===== src/smc_defines.vh =====
// constants for the sdram clock, refresh and configuration control block
`ifndef SMC_DEFINES_VH
`define SMC_DEFINES_VH
// offsets inside the 100h controller window (base + 8400h)
`define SMC_CTRL1_OFFSET 8'h00
`define SMC_CTRL2_OFFSET 8'h04
`define SMC_CTRL1_ABS 16'h8400
`define SMC_CTRL1_RESET 32'h248c0040
`define SMC_CTRL2_RESET 32'h00000801
// memory_control_one fields
`define SMC_DIV_MSB 20
`define SMC_DIV_LSB 18
`define SMC_START_BIT 17
`define SMC_RFSH_MSB 16
`define SMC_RFSH_LSB 8
`define SMC_STAG_MSB 7
`define SMC_STAG_LSB 6
`define SMC_EARLY_BIT 5
`define SMC_TEST_BIT 4
`define SMC_ARB_BIT 3
`define SMC_SMM_BIT 2
`define SMC_PROG_BIT 0
// second control register shift field
`define SMC_SHIFT_MSB 5
`define SMC_SHIFT_LSB 3
`define SMC_SHIFT_RSVD 3'h7
// refresh interval unit in core clocks (log2 of 64)
`define SMC_RFSH_UNIT_LOG2 6
// divide ratio in half core clocks is code + this offset
`define SMC_DIV_HALF_OFS 4'h3
// smm window
`define SMC_SMM_WIN_BASE 32'h00400000
`define SMC_SMM_WIN_SIZE 32'h00020000
`define SMC_SMM_PHYS_BASE 32'h000a0000
`endif


===== src/smc_ctrl.v =====
// sdram clock generator, refresh scheduler, arbiter and control register
// ======================================================================
// Functional notes
// - The sdram clock is the core clock divided by 2 to 5 in half steps, code 000 reserved and 011 default.
// - A new divide select does not touch the running clock until the start bit rises.
// - Software writes the start bit 0 then 1 and the clock starts with the new ratio and shift on that rise.
// - Refresh happens every interval times 64 core clocks, and an interval of zero disables it.
// - Bank refreshes are spaced by 0, 1, 2 or 4 sdram clocks for stagger codes 00 to 11, default 01.
// - With early address setup set, the address leads chip select by one extra clock.
// - Writing the test refresh bit from 0 to 1 raises a refresh request outside the interval timer.
// - Arbitration bit 0 gives round robin among cpu, graphics and low display, bit 1 favours the cpu.
// - High priority display requests always win over every other requester.
// - With smm remap set, base plus 400000 maps onto physical A0000 to BFFFF.
// - A written 0 to 1 of the program bit issues a mode register set with the latency setting.
// - The 32-bit control register resets to 248C0040h and is readable and writable.
// - A three-bit clock shift lives in the second register and applies only on the next start rise.
`include "smc_defines.vh"
`default_nettype none

module smc_ctrl #(
  parameter RFSH_W = 9
) (
  input wire clk_sys_in,
  input wire nrst_in,
  input wire reg_sel_in,
  input wire reg_wr_in,
  input wire [7:0] reg_addr_in,
  input wire [31:0] reg_wdata_in,
  output reg [31:0] reg_rdata_out,
  input wire [2:0] cas_latency_setting_in,
  input wire req_disp_high_in,
  input wire req_cpu_in,
  input wire req_gfx_in,
  input wire req_disp_low_in,
  input wire [31:0] smm_offset_in,
  output reg [1:0] sdram_clock_pair_out,
  output reg sdram_clock_tick_out,
  output reg [3:0] bank_refresh_out,
  output reg refresh_busy_out,
  output reg mode_set_out,
  output reg [2:0] mode_latency_out,
  output reg early_address_setup_out,
  output reg [3:0] grant_out,
  output reg smm_hit_out,
  output reg [31:0] smm_phys_out
);

  // ====================================================================
  // helpers
  function [3:0] wrap_mod;
    input [4:0] v;
    input [3:0] n;
    reg [4:0] t;
    integer i;
    begin
      t = v;
      for (i = 0; i < 3; i = i + 1) begin
        if (t >= {1'b0, n}) begin
          t = t - {1'b0, n};
        end
      end
      wrap_mod = t[3:0];
    end
  endfunction

  function half_level;
    input [3:0] h;
    input [3:0] n;
    input [2:0] sh;
    reg [3:0] pos;
    reg [3:0] hi_len;
    begin
      pos = wrap_mod({1'b0, h} + {n, 1'b0} - {2'b00, sh}, n);
      hi_len = (n + 4'h1) >> 1;
      half_level = (pos < hi_len);
    end
  endfunction

  // ====================================================================
  // register file
  reg [31:0] ctrl1_reg;
  reg [31:0] ctrl2_reg;
  wire wr_ctrl1 = reg_sel_in && reg_wr_in && (reg_addr_in == `SMC_CTRL1_OFFSET);
  wire wr_ctrl2 = reg_sel_in && reg_wr_in && (reg_addr_in == `SMC_CTRL2_OFFSET);
  wire start_rise = wr_ctrl1 && reg_wdata_in[`SMC_START_BIT] && !ctrl1_reg[`SMC_START_BIT];
  wire prog_rise = wr_ctrl1 && reg_wdata_in[`SMC_PROG_BIT] && !ctrl1_reg[`SMC_PROG_BIT];
  wire test_rise = wr_ctrl1 && reg_wdata_in[`SMC_TEST_BIT] && !ctrl1_reg[`SMC_TEST_BIT];
  wire start_fall = wr_ctrl1 && !reg_wdata_in[`SMC_START_BIT];

  always @(posedge clk_sys_in or negedge nrst_in) begin
    if (!nrst_in) begin
      ctrl1_reg <= `SMC_CTRL1_RESET;
      ctrl2_reg <= `SMC_CTRL2_RESET;
    end else begin
      if (wr_ctrl1) begin
        ctrl1_reg <= reg_wdata_in;
      end
      if (wr_ctrl2) begin
        ctrl2_reg <= reg_wdata_in;
      end
    end
  end

  always @* begin
    if (reg_addr_in == `SMC_CTRL1_OFFSET) begin
      reg_rdata_out = ctrl1_reg;
    end else if (reg_addr_in == `SMC_CTRL2_OFFSET) begin
      reg_rdata_out = ctrl2_reg;
    end else begin
      reg_rdata_out = 32'h00000000;
    end
  end

  // ====================================================================
  // sdram clock generator, half core clock resolution
  reg run_reg;
  reg [3:0] div_half_reg;
  reg [2:0] shift_reg;
  reg [3:0] ph_reg;
  wire [2:0] div_code = reg_wdata_in[`SMC_DIV_MSB:`SMC_DIV_LSB];
  wire [2:0] sh_code = ctrl2_reg[`SMC_SHIFT_MSB:`SMC_SHIFT_LSB];
  wire [3:0] ph_next = wrap_mod({1'b0, ph_reg} + 5'h02, div_half_reg);
  wire [3:0] ph_odd = wrap_mod({1'b0, ph_next} + 5'h01, div_half_reg);

  always @(posedge clk_sys_in or negedge nrst_in) begin
    if (!nrst_in) begin
      run_reg <= 1'b0;
      div_half_reg <= 4'h6;
      shift_reg <= 3'h0;
      ph_reg <= 4'h0;
      sdram_clock_pair_out <= 2'b00;
      sdram_clock_tick_out <= 1'b0;
    end else begin
      if (start_rise) begin
        run_reg <= 1'b1;
        // reserved code 000 keeps the previous ratio
        if (div_code != 3'h0) begin
          div_half_reg <= {1'b0, div_code} + `SMC_DIV_HALF_OFS;
        end
        shift_reg <= (sh_code == `SMC_SHIFT_RSVD) ? 3'h0 : sh_code;
        ph_reg <= 4'h0;
        sdram_clock_pair_out <= 2'b00;
        sdram_clock_tick_out <= 1'b0;
      end else if (start_fall || !run_reg) begin
        run_reg <= run_reg && !start_fall;
        ph_reg <= 4'h0;
        sdram_clock_pair_out <= 2'b00;
        sdram_clock_tick_out <= 1'b0;
      end else begin
        ph_reg <= ph_next;
        // bit0 is the rising-edge half, bit1 the falling-edge half
        sdram_clock_pair_out[0] <= half_level(ph_next, div_half_reg, shift_reg);
        sdram_clock_pair_out[1] <= half_level(ph_odd, div_half_reg, shift_reg);
        sdram_clock_tick_out <= (ph_next < 4'h2);
      end
    end
  end

  // ====================================================================
  // refresh interval timer and staggered bank refresh
  reg [RFSH_W+`SMC_RFSH_UNIT_LOG2-1:0] rfsh_cnt_reg;
  reg rfsh_pend_reg;
  reg [1:0] bank_reg;
  reg [2:0] gap_reg;
  wire [RFSH_W-1:0] interval = ctrl1_reg[`SMC_RFSH_MSB:`SMC_RFSH_LSB];
  wire [RFSH_W+`SMC_RFSH_UNIT_LOG2-1:0] limit = {interval, {`SMC_RFSH_UNIT_LOG2{1'b0}}};
  wire timer_hit = (interval != {RFSH_W{1'b0}}) && (rfsh_cnt_reg >= limit - 1'b1);
  wire [1:0] stag = ctrl1_reg[`SMC_STAG_MSB:`SMC_STAG_LSB];
  wire [2:0] stag_clks = (stag == 2'b11) ? 3'h4 : {1'b0, stag};
  wire tick = sdram_clock_tick_out;

  always @(posedge clk_sys_in or negedge nrst_in) begin
    if (!nrst_in) begin
      rfsh_cnt_reg <= {(RFSH_W+`SMC_RFSH_UNIT_LOG2){1'b0}};
      rfsh_pend_reg <= 1'b0;
      refresh_busy_out <= 1'b0;
      bank_reg <= 2'b00;
      gap_reg <= 3'h0;
      bank_refresh_out <= 4'h0;
    end else begin
      bank_refresh_out <= 4'h0;
      if (interval == {RFSH_W{1'b0}} || timer_hit) begin
        rfsh_cnt_reg <= {(RFSH_W+`SMC_RFSH_UNIT_LOG2){1'b0}};
      end else begin
        rfsh_cnt_reg <= rfsh_cnt_reg + 1'b1;
      end
      if (timer_hit || test_rise) begin
        rfsh_pend_reg <= 1'b1;
      end else if (!refresh_busy_out && rfsh_pend_reg) begin
        rfsh_pend_reg <= 1'b0;
      end
      if (!refresh_busy_out) begin
        if (rfsh_pend_reg) begin
          refresh_busy_out <= 1'b1;
          bank_reg <= 2'b00;
          gap_reg <= 3'h0;
        end
      end else if (tick) begin
        if (gap_reg != 3'h0) begin
          gap_reg <= gap_reg - 3'h1;
        end else if (stag_clks == 3'h0) begin
          bank_refresh_out <= 4'hf;
          refresh_busy_out <= 1'b0;
        end else begin
          bank_refresh_out <= 4'h1 << bank_reg;
          bank_reg <= bank_reg + 2'b01;
          gap_reg <= stag_clks - 3'h1;
          if (bank_reg == 2'b11) begin
            refresh_busy_out <= 1'b0;
          end
        end
      end
    end
  end

  // ====================================================================
  // mode register set and early address setup
  always @(posedge clk_sys_in or negedge nrst_in) begin
    if (!nrst_in) begin
      mode_set_out <= 1'b0;
      mode_latency_out <= 3'h0;
      early_address_setup_out <= 1'b0;
    end else begin
      mode_set_out <= prog_rise;
      if (prog_rise) begin
        mode_latency_out <= cas_latency_setting_in;
      end
      early_address_setup_out <= ctrl1_reg[`SMC_EARLY_BIT];
    end
  end

  // ====================================================================
  // internal bus arbiter: grant bits are high display, cpu, gfx, low display
  reg [1:0] rr_reg;
  reg [3:0] grant_next;
  reg [1:0] rr_next;
  wire [2:0] rr_req = {req_disp_low_in, req_gfx_in, req_cpu_in};
  wire cpu_first = ctrl1_reg[`SMC_ARB_BIT];
  integer k;
  reg [1:0] idx;
  reg [2:0] sum;
  reg found;

  always @* begin
    grant_next = 4'h0;
    rr_next = rr_reg;
    found = 1'b0;
    idx = 2'b00;
    sum = 3'h0;
    if (req_disp_high_in) begin
      grant_next = 4'h1;
    end else if (cpu_first && req_cpu_in) begin
      grant_next = 4'h2;
    end else begin
      for (k = 0; k < 3; k = k + 1) begin
        sum = {1'b0, rr_reg} + {1'b0, k[1:0]};
        idx = (sum > 3'd2) ? sum[1:0] + 2'd1 : sum[1:0];
        if (!found && rr_req[idx] && !(cpu_first && idx == 2'd0)) begin
          found = 1'b1;
          grant_next = 4'h2 << idx;
          rr_next = (idx == 2'd2) ? 2'd0 : idx + 2'd1;
        end
      end
    end
  end

  always @(posedge clk_sys_in or negedge nrst_in) begin
    if (!nrst_in) begin
      rr_reg <= 2'd0;
      grant_out <= 4'h0;
    end else begin
      rr_reg <= rr_next;
      grant_out <= grant_next;
    end
  end

  // ====================================================================
  // smm window remap
  wire [31:0] smm_rel = smm_offset_in - `SMC_SMM_WIN_BASE;
  wire in_win = (smm_offset_in >= `SMC_SMM_WIN_BASE) && (smm_rel < `SMC_SMM_WIN_SIZE);

  always @(posedge clk_sys_in or negedge nrst_in) begin
    if (!nrst_in) begin
      smm_hit_out <= 1'b0;
      smm_phys_out <= 32'h00000000;
    end else begin
      smm_hit_out <= ctrl1_reg[`SMC_SMM_BIT] && in_win;
      smm_phys_out <= (ctrl1_reg[`SMC_SMM_BIT] && in_win) ?
                      `SMC_SMM_PHYS_BASE + smm_rel : 32'h00000000;
    end
  end

endmodule // smc_ctrl
`default_nettype wire


===== config.mk =====
export PLATFORM = sky130hd
export DESIGN_NAME = smc_ctrl
export DESIGN_NICKNAME = d
export VERILOG_FILES = /design/src/smc_ctrl.v
export VERILOG_INCLUDE_DIRS = /design/src
export SDC_FILE = /design/constraint.sdc
export NUM_CORES = 1
export LEC_CHECK = 0
export BUFFER_PORTS_ARGS = -buffer_cell sky130_fd_sc_hd__buf_2
export CAP_MARGIN = 10
export CORE_UTILIZATION = 50
export CTS_CLUSTER_DIAMETER = 50
export DETAILED_ROUTE_END_ITERATION = 6
export PLACE_DENSITY_LB_ADDON = 0.12
export SLEW_MARGIN = 15
export SYNTH_ARGS = -nofsm -noshare
export SYNTH_HDL_FRONTEND = slang
export SYNTH_SLANG_ARGS = --single-unit

===== constraint.sdc =====
create_clock -name clk_sys_in -period 22.3 [get_ports clk_sys_in]
set_input_delay 2.23 -clock clk_sys_in [delete_from_list [all_inputs] [get_ports clk_sys_in]]
set_output_delay 2.23 -clock clk_sys_in [all_outputs]
set_load 0.01 [all_outputs]

-- After elaboration in Yosys (flattened, before gate mapping)
Index checks and enable logic that the tools add are counted.
W data, S select, Z words.
- register bits after elaboration: 149
- output and inout bits: 82
- input port bits: 83
- logic and storage cells: 239
- $add $sub $neg: 35
- reduce and logical (&&, ||, !) cells: 56
- shift-type cells: 4
- equal/unequal tests: 11
- bitwise operators: 2
- mux-type cells: 86
- order comparisons: 24
- operators with widths (cell ; number):
    $mux W32 ; 3
    $mux W5 ; 16
    $mux W4 ; 19
    $ge A5 B4 Y1 ; 12
    $sub A5 B4 Y5 ; 8
    $add A20 B32 Y32 const A ; 1
    $ge A32 B23 Y1 const B ; 1
    $lt A32 B18 Y1 const B ; 1
    $mux W2 ; 16
    $sub A32 B23 Y32 const B ; 1
    $logic_and A1 B1 Y1 ; 24
    $mux W1 ; 21
    $mux W3 ; 7
    $sub A4 B4 Y4 ; 4
    $add A15 B1 Y15 const B ; 1
    $ge A15 B15 Y1 ; 1
    $mux W15 ; 1
    $sub A15 B1 Y15 const B ; 1
    $add A2 B1 Y2 const B ; 7
    $logic_not A1 Y1 ; 12
    $shl A2 B2 Y4 const A ; 3
    $add A4 B5 Y5 ; 2
    $eq A2 B2 Y1 const B ; 5
    $sub A5 B3 Y5 ; 2
    other kinds (30) ; 49

-- Longest topological paths before layout
- depth after elaboration: 31
- mapped depth: 84
- gate-level depth less buffers: 81

-- Worst setup path after synthesis
No wires, ideal clock.
- path kind: flip-flop to flip-flop
- start point: register div_half_reg[1]
- end point: register sdram_clock_pair_out[1]
- cell stages (with the launch flop): 77
- setup slack: 5.601 ns
- setup time: 0.082 ns
- clock period less this slack: 16.699 ns
- required time: 22.218 ns
- path buffers: 3
- data arrival time: 16.617 ns
- cells stage by stage: dfstp_2 -> inv_1 -> ha_1 -> a41oi_1 -> inv_1 -> nor3_2 -> mux2_2 -> ha_1 -> nand2b_1 -> a2111oi_0 -> o31a_1 -> and2_4 -> buf_6 -> mux2i_1 -> inv_1 -> ha_1 -> nand2b_1 -> a211oi_1 -> [41 not listed] -> ha_1 -> nor2b_1 -> o21ai_0 -> nand3b_1 -> a21oi_1 -> nand3_1 -> o21ai_0 -> inv_1 -> ha_1 -> nand2_1 -> o21ai_0 -> a31o_2 -> a2111oi_4 -> o21ai_0 -> ha_1 -> a211oi_1 -> o211ai_1 -> a31oi_1
- longest elaborated chain between the ends: 30
- elaborated cells on any way between the ends: 40
- classes of those cells: 13 x add/sub; 10 x order compare; 17 x mux
- ends and longest elaborated chain (item ; RTL line ; RTL):
    start: declaration ; smc_ctrl.v:117 ; reg [3:0] div_half_reg;
    start signal: assignment ; smc_ctrl.v:138 ; div_half_reg <= {1'b0, div_code} + `SMC_DIV_HALF_OFS;
    $sub A5 B4 Y5 / $ge A5 B4 Y1 (equally long branches) ; smc_ctrl.v:59, smc_ctrl.v:58 ;
    $mux W5 ; smc_ctrl.v:58 ; if (t >= {1'b0, n}) begin
    $sub A5 B4 Y5 / $ge A5 B4 Y1 (equally long branches) ; smc_ctrl.v:59, smc_ctrl.v:58 ;
    $mux W5 ; smc_ctrl.v:58 ;
    $sub A4 B4 Y4 / $ge A5 B4 Y1 (equally long branches) ; smc_ctrl.v:59, smc_ctrl.v:58 ;
    $mux W4 ; smc_ctrl.v:58 ;
    $add A4 B1 Y5 ; smc_ctrl.v:123 ; wire [3:0] ph_odd = wrap_mod({1'b0, ph_next} + 5'h01, div_half_reg);
    $sub A5 B4 Y5 / $ge A5 B4 Y1 (equally long branches) ; smc_ctrl.v:59, smc_ctrl.v:58 ;
    [14 not listed] ; - ;
    $mux W5 ; smc_ctrl.v:134 ; if (start_rise) begin
    $sub A4 B4 Y4 / $ge A5 B4 Y1 (equally long branches) ; smc_ctrl.v:59, smc_ctrl.v:58 ;
    $mux W4 ; smc_ctrl.v:58 ;
    $mux W4 ; smc_ctrl.v:144 ; end else if (start_fall || !run_reg) begin
    $mux W4 ; smc_ctrl.v:134 ;
    $lt A4 B3 Y1 * ; smc_ctrl.v:75 ; half_level = (pos < hi_len);
    $mux W2 * ; smc_ctrl.v:144 ;
    $mux W2 * ; smc_ctrl.v:134 ;
    end signal: assignment ; smc_ctrl.v:153 ; sdram_clock_pair_out[1] <= half_level(ph_odd, div_half_reg, shift_reg);
    end: declaration ; smc_ctrl.v:36 ; output reg [1:0] sdram_clock_pair_out,
Mark *: on every way between the ends. The rest lies on a longest branch, timed or not. The select of a mux whose other input is x is not followed.
A chain may end at the register's enable or synchronous reset.

-- Worst setup path after layout
Ends and elaborated chain as after synthesis.

==> PnR_summary.wiki <==
{| class="wikitable"
! Metric !! Value
|-
| Number of inserted diodes || 0
|-
| Total half-perimeter wirelength after legalization and detailed placement || 17.3 mm
|-
| Most common library cells after synthesis || dfrtp_1 (139), ha_1 (92), nor2_1 (87)
|-
| Vias in the first global route || 8022
|-
| Final clock period utilization by the worst path || 85.1%
|-
| CP Capture Type || register
|-
| Dominant cell type by area after synthesis || dfrtp_1
|-
| Overall die width || between 100 and 150 um
|-
| Synth top area cells || dfrtp_1 (34%), ha_1 (11%), mux2_2 (8.3%), mux2i_1 (4.6%), fa_1 (3.5%)
|-
| Required time of the worst setup path || approximately 23 ns
|-
| Final Setup Violations || 0
|-
| Routed len/inst || between 15 and 20 um
|-
| Initial antenna violation count || 0
|-
| Proportion of synthesized chip area in sequential cells || between 30% and 40%
|-
| Count of different cell masters after synthesis || between 70 and 80
|-
| Post-CTS setup buffers || 0
|-
| Area of the placeable core || approximately 20000 sq um
|-
| Cell occurring most often along the worst timing path || ha_1
|-
| Mapped Cells || between 1000 and 1500
|-
| Synthesized area divided by synthesized cell count || slightly above 10 sq um
|-
| Cells after DPL || 1448
|-
| Final cell count without fillers || ~1500
|-
| Max Root-Sink Buffers || 2
|-
| Transition time at the pin with the least slew margin || around 1.1 ns
|-
| Count of input and output buffers || between 150 and 200
|-
| Startpoint types || register
|-
| Area enclosed by the die boundary || between 20000 and 25000 sq um
|-
| Share of Yosys cell area claimed by the top area cell type || approximately 34%
|-
| Sum of routed wire segments on met1 || 10.8 mm
|-
| Violated checks || design-rule violations
|-
| Global routing usage summed across all routing layers || a little under a quarter
|-
| CTS H-tree depth || 4
|-
| Root buffer cell || clkbuf_16
|-
| Min-delay worst type || register to register
|-
| Area Growth Syn to Fin || 17.1%
|-
| Net total in the final layout || about 1400
|-
| Synthesis-stage register bit count || about 150
|-
| Final wirelength || approximately 23 mm
|-
| Grt total ovfl || 0
|-
| Crit-path max FO || 18
|-
| Number of detailed-routing iterations run before antenna repair || 7
|-
| Maximum Capacitance Violations || 0
|-
| Peak per-stage delay on the critical path || 0.97 ns
|-
| Accumulated negative setup slack || 0 ns
|-
| Final min period || about 19 ns
|-
| Maximum achievable frequency || roughly 53 MHz
|-
| Detailed route wirelength on metal3 || 1.32 mm
|-
| Total clock buffers created by CTS || 17
|-
| Proportion of register bits with asynchronous set or reset after synthesis || between 90% and 100%
|-
| Most frequently used flop master after synthesis || dfrtp_1
|-
| Status || finished, violations left
|-
| Routed wl met2 || 10.9 mm
|-
| Initial Utilization || approximately half
|-
| Clock edge transition at the registers on the reported setup and hold paths || around 0.070 ns
|-
| Most repeated cell in the gate-level netlist after synthesis || dfrtp_1
|-
| Boundary pin count || ~170
|-
| Arrival time worst endpoint || 19.32 ns
|-
| Setup repair after global routing missed its margin || false
|-
| Number of enable-type register cells in the synthesized netlist || 0
|-
| First-pass GRT wire length || 39.0 mm
|-
| Synthesized area || 10300 sq um
|-
| Slew margin rel. || between 20% and 30%
|-
| DRT iter0 DRCs || 256
|-
| Largest net degree at the start of global routing || between 70 and 80
|-
| Number of instances resized during post-cts repair || 0
|-
| Height of the die || between 100 and 150 um
|-
| Number of standard-cell rows in the floorplan || 52
|-
| TritonCTS clock tree || done
|-
| Fillcell total || roughly 1800
|-
| CTS sink count || 149
|-
| Final-report hold violation count || 0
|-
| Routability congestion estimate from global placement || 0.834
|-
| Cts-stage hold buffer count || 0
|-
| Kind of cell with the highest combined delay on the critical path || compound AO/OA/AOI/OAI gates
|-
| Kind of critical path || register to register
|-
| Max stage delay cell, worst path || dfstp_2
|-
| Final slew viol count || 0
|-
| Vias after detailed routing || between 8000 and 9000
|-
| Combined buffer and inverter count along the critical path || 9
|-
| Vias per inst || about 5.4
|-
| Antenna viol nets, final || 0
|-
| Source-to-sink clock delay at the later pin of the worst-skew pair || ~0.42 ns
|-
| Uppermost layer routed || met4
|-
| Setup skew after layout || around 0.012 ns
|-
| DRC viols || 1
|-
| Share of cells above drive strength 1 || between 20% and 30%
|-
| Synth warnings || 0
|}
-- logic make-up after synthesis --
group / Yosys count / share of synthesized area, %
other cells: 1 / 0.0363
compound gates: 183 / 12.6
simple gates: 297 / 14.4
fa+ha+maj: 110 / 14.6
mux: 127 / 13.3
buf+inv: 98 / 3.65
flops: 149 / 36.3
xor+xnor: 60 / 5.09
-- path summary, 6_finish.rpt --
check                      slack (ns)             from                 endpoint  cells past startpoint
min in group asynchronous        1.83          nrst_in             grant_out[3]                      1
min reg2reg                      0.41     ctrl1_reg[5]  early_address_setup_out                      0
max                              3.32  div_half_reg[1]  sdram_clock_pair_out[1]                     73
max reg2reg                      3.32  div_half_reg[1]  sdram_clock_pair_out[1]                     73
max in group asynchronous       18.99          nrst_in          div_half_reg[3]                      2
min                              0.41     ctrl1_reg[5]  early_address_setup_out                      0
-- through the flow --
step	area, sq um	util (%)	setup slack, ns	hold slack, ns
6_report	12100	59.7	3.32	0.406
2_1_floorplan	10400	-	5.60	0.370
3_5_place_dp	11500	56.7	3.47	0.394
4_1_cts	12100	59.7	3.44	0.408
5_1_grt	12100	59.7	1.81	0.432
3_3_place_gp	11500	56.7	4.08	0.402
-- worst reg2reg max path: cells and delay by family, from the launching register on --
| kind | cells | cell delay (ns) |
|---|---|---|
| AO/OA/AOI/OAI | 30 | 7.27 |
| flip-flops | 1 | 0.97 |
| adder cells (fa/ha/maj) | 14 | 4.52 |
| AND/OR/NAND/NOR | 15 | 2.96 |
| XOR/XNOR | 1 | 0.24 |
| multiplexers | 4 | 1.68 |
| buffers and inverters | 9 | 1.26 |
-- final cells by class --
type                    count  area, sq um  share of cell area (%)
multi-input cells         787         6240                    51.6
flip-flops and latches    149         3740                    31.0
repair buffers            173          895                    7.40
clock buffers              18          429                    3.55
well taps                 270          338                    2.80
inverters                  70          263                    2.17
clock inverters            14          179                    1.48
-- placed cells by master (no fill, tap or decap), types with 13 or more instances in the layout --
cell / netlist / layout
nor2b_1: 14 / 14
o21ai_0: 40 / 40
a21oi_1: 44 / 44
nor2_1: 87 / 87
nand2b_1: 15 / 15
a21o_1: 24 / 24
dfrtp_1: 139 / 139
nand2_1: 59 / 59
and2_1: 21 / 21
ha_1: 92 / 92
xor2_1: 28 / 28
fa_1: 18 / 18
mux2_2: 76 / 76
nor3_1: 21 / 20
buf_2: 1 / 163
clkbuf_16: 0 / 17
and3_1: 13 / 13
xnor2_1: 32 / 32
inv_1: 70 / 70
mux2i_1: 47 / 47
nand3_1: 29 / 29
-- per-layer routing --
metal	GRT usage (%)	vias to the layer above
li1	-	3950
met2	37.2	180
met5	0	-
met1	29.2	3856
met3	5.86	34
met4	7.11	0
Power is not shown: default switching activity piles up to over one toggle a cycle in this logic, so the estimate is an artifact.
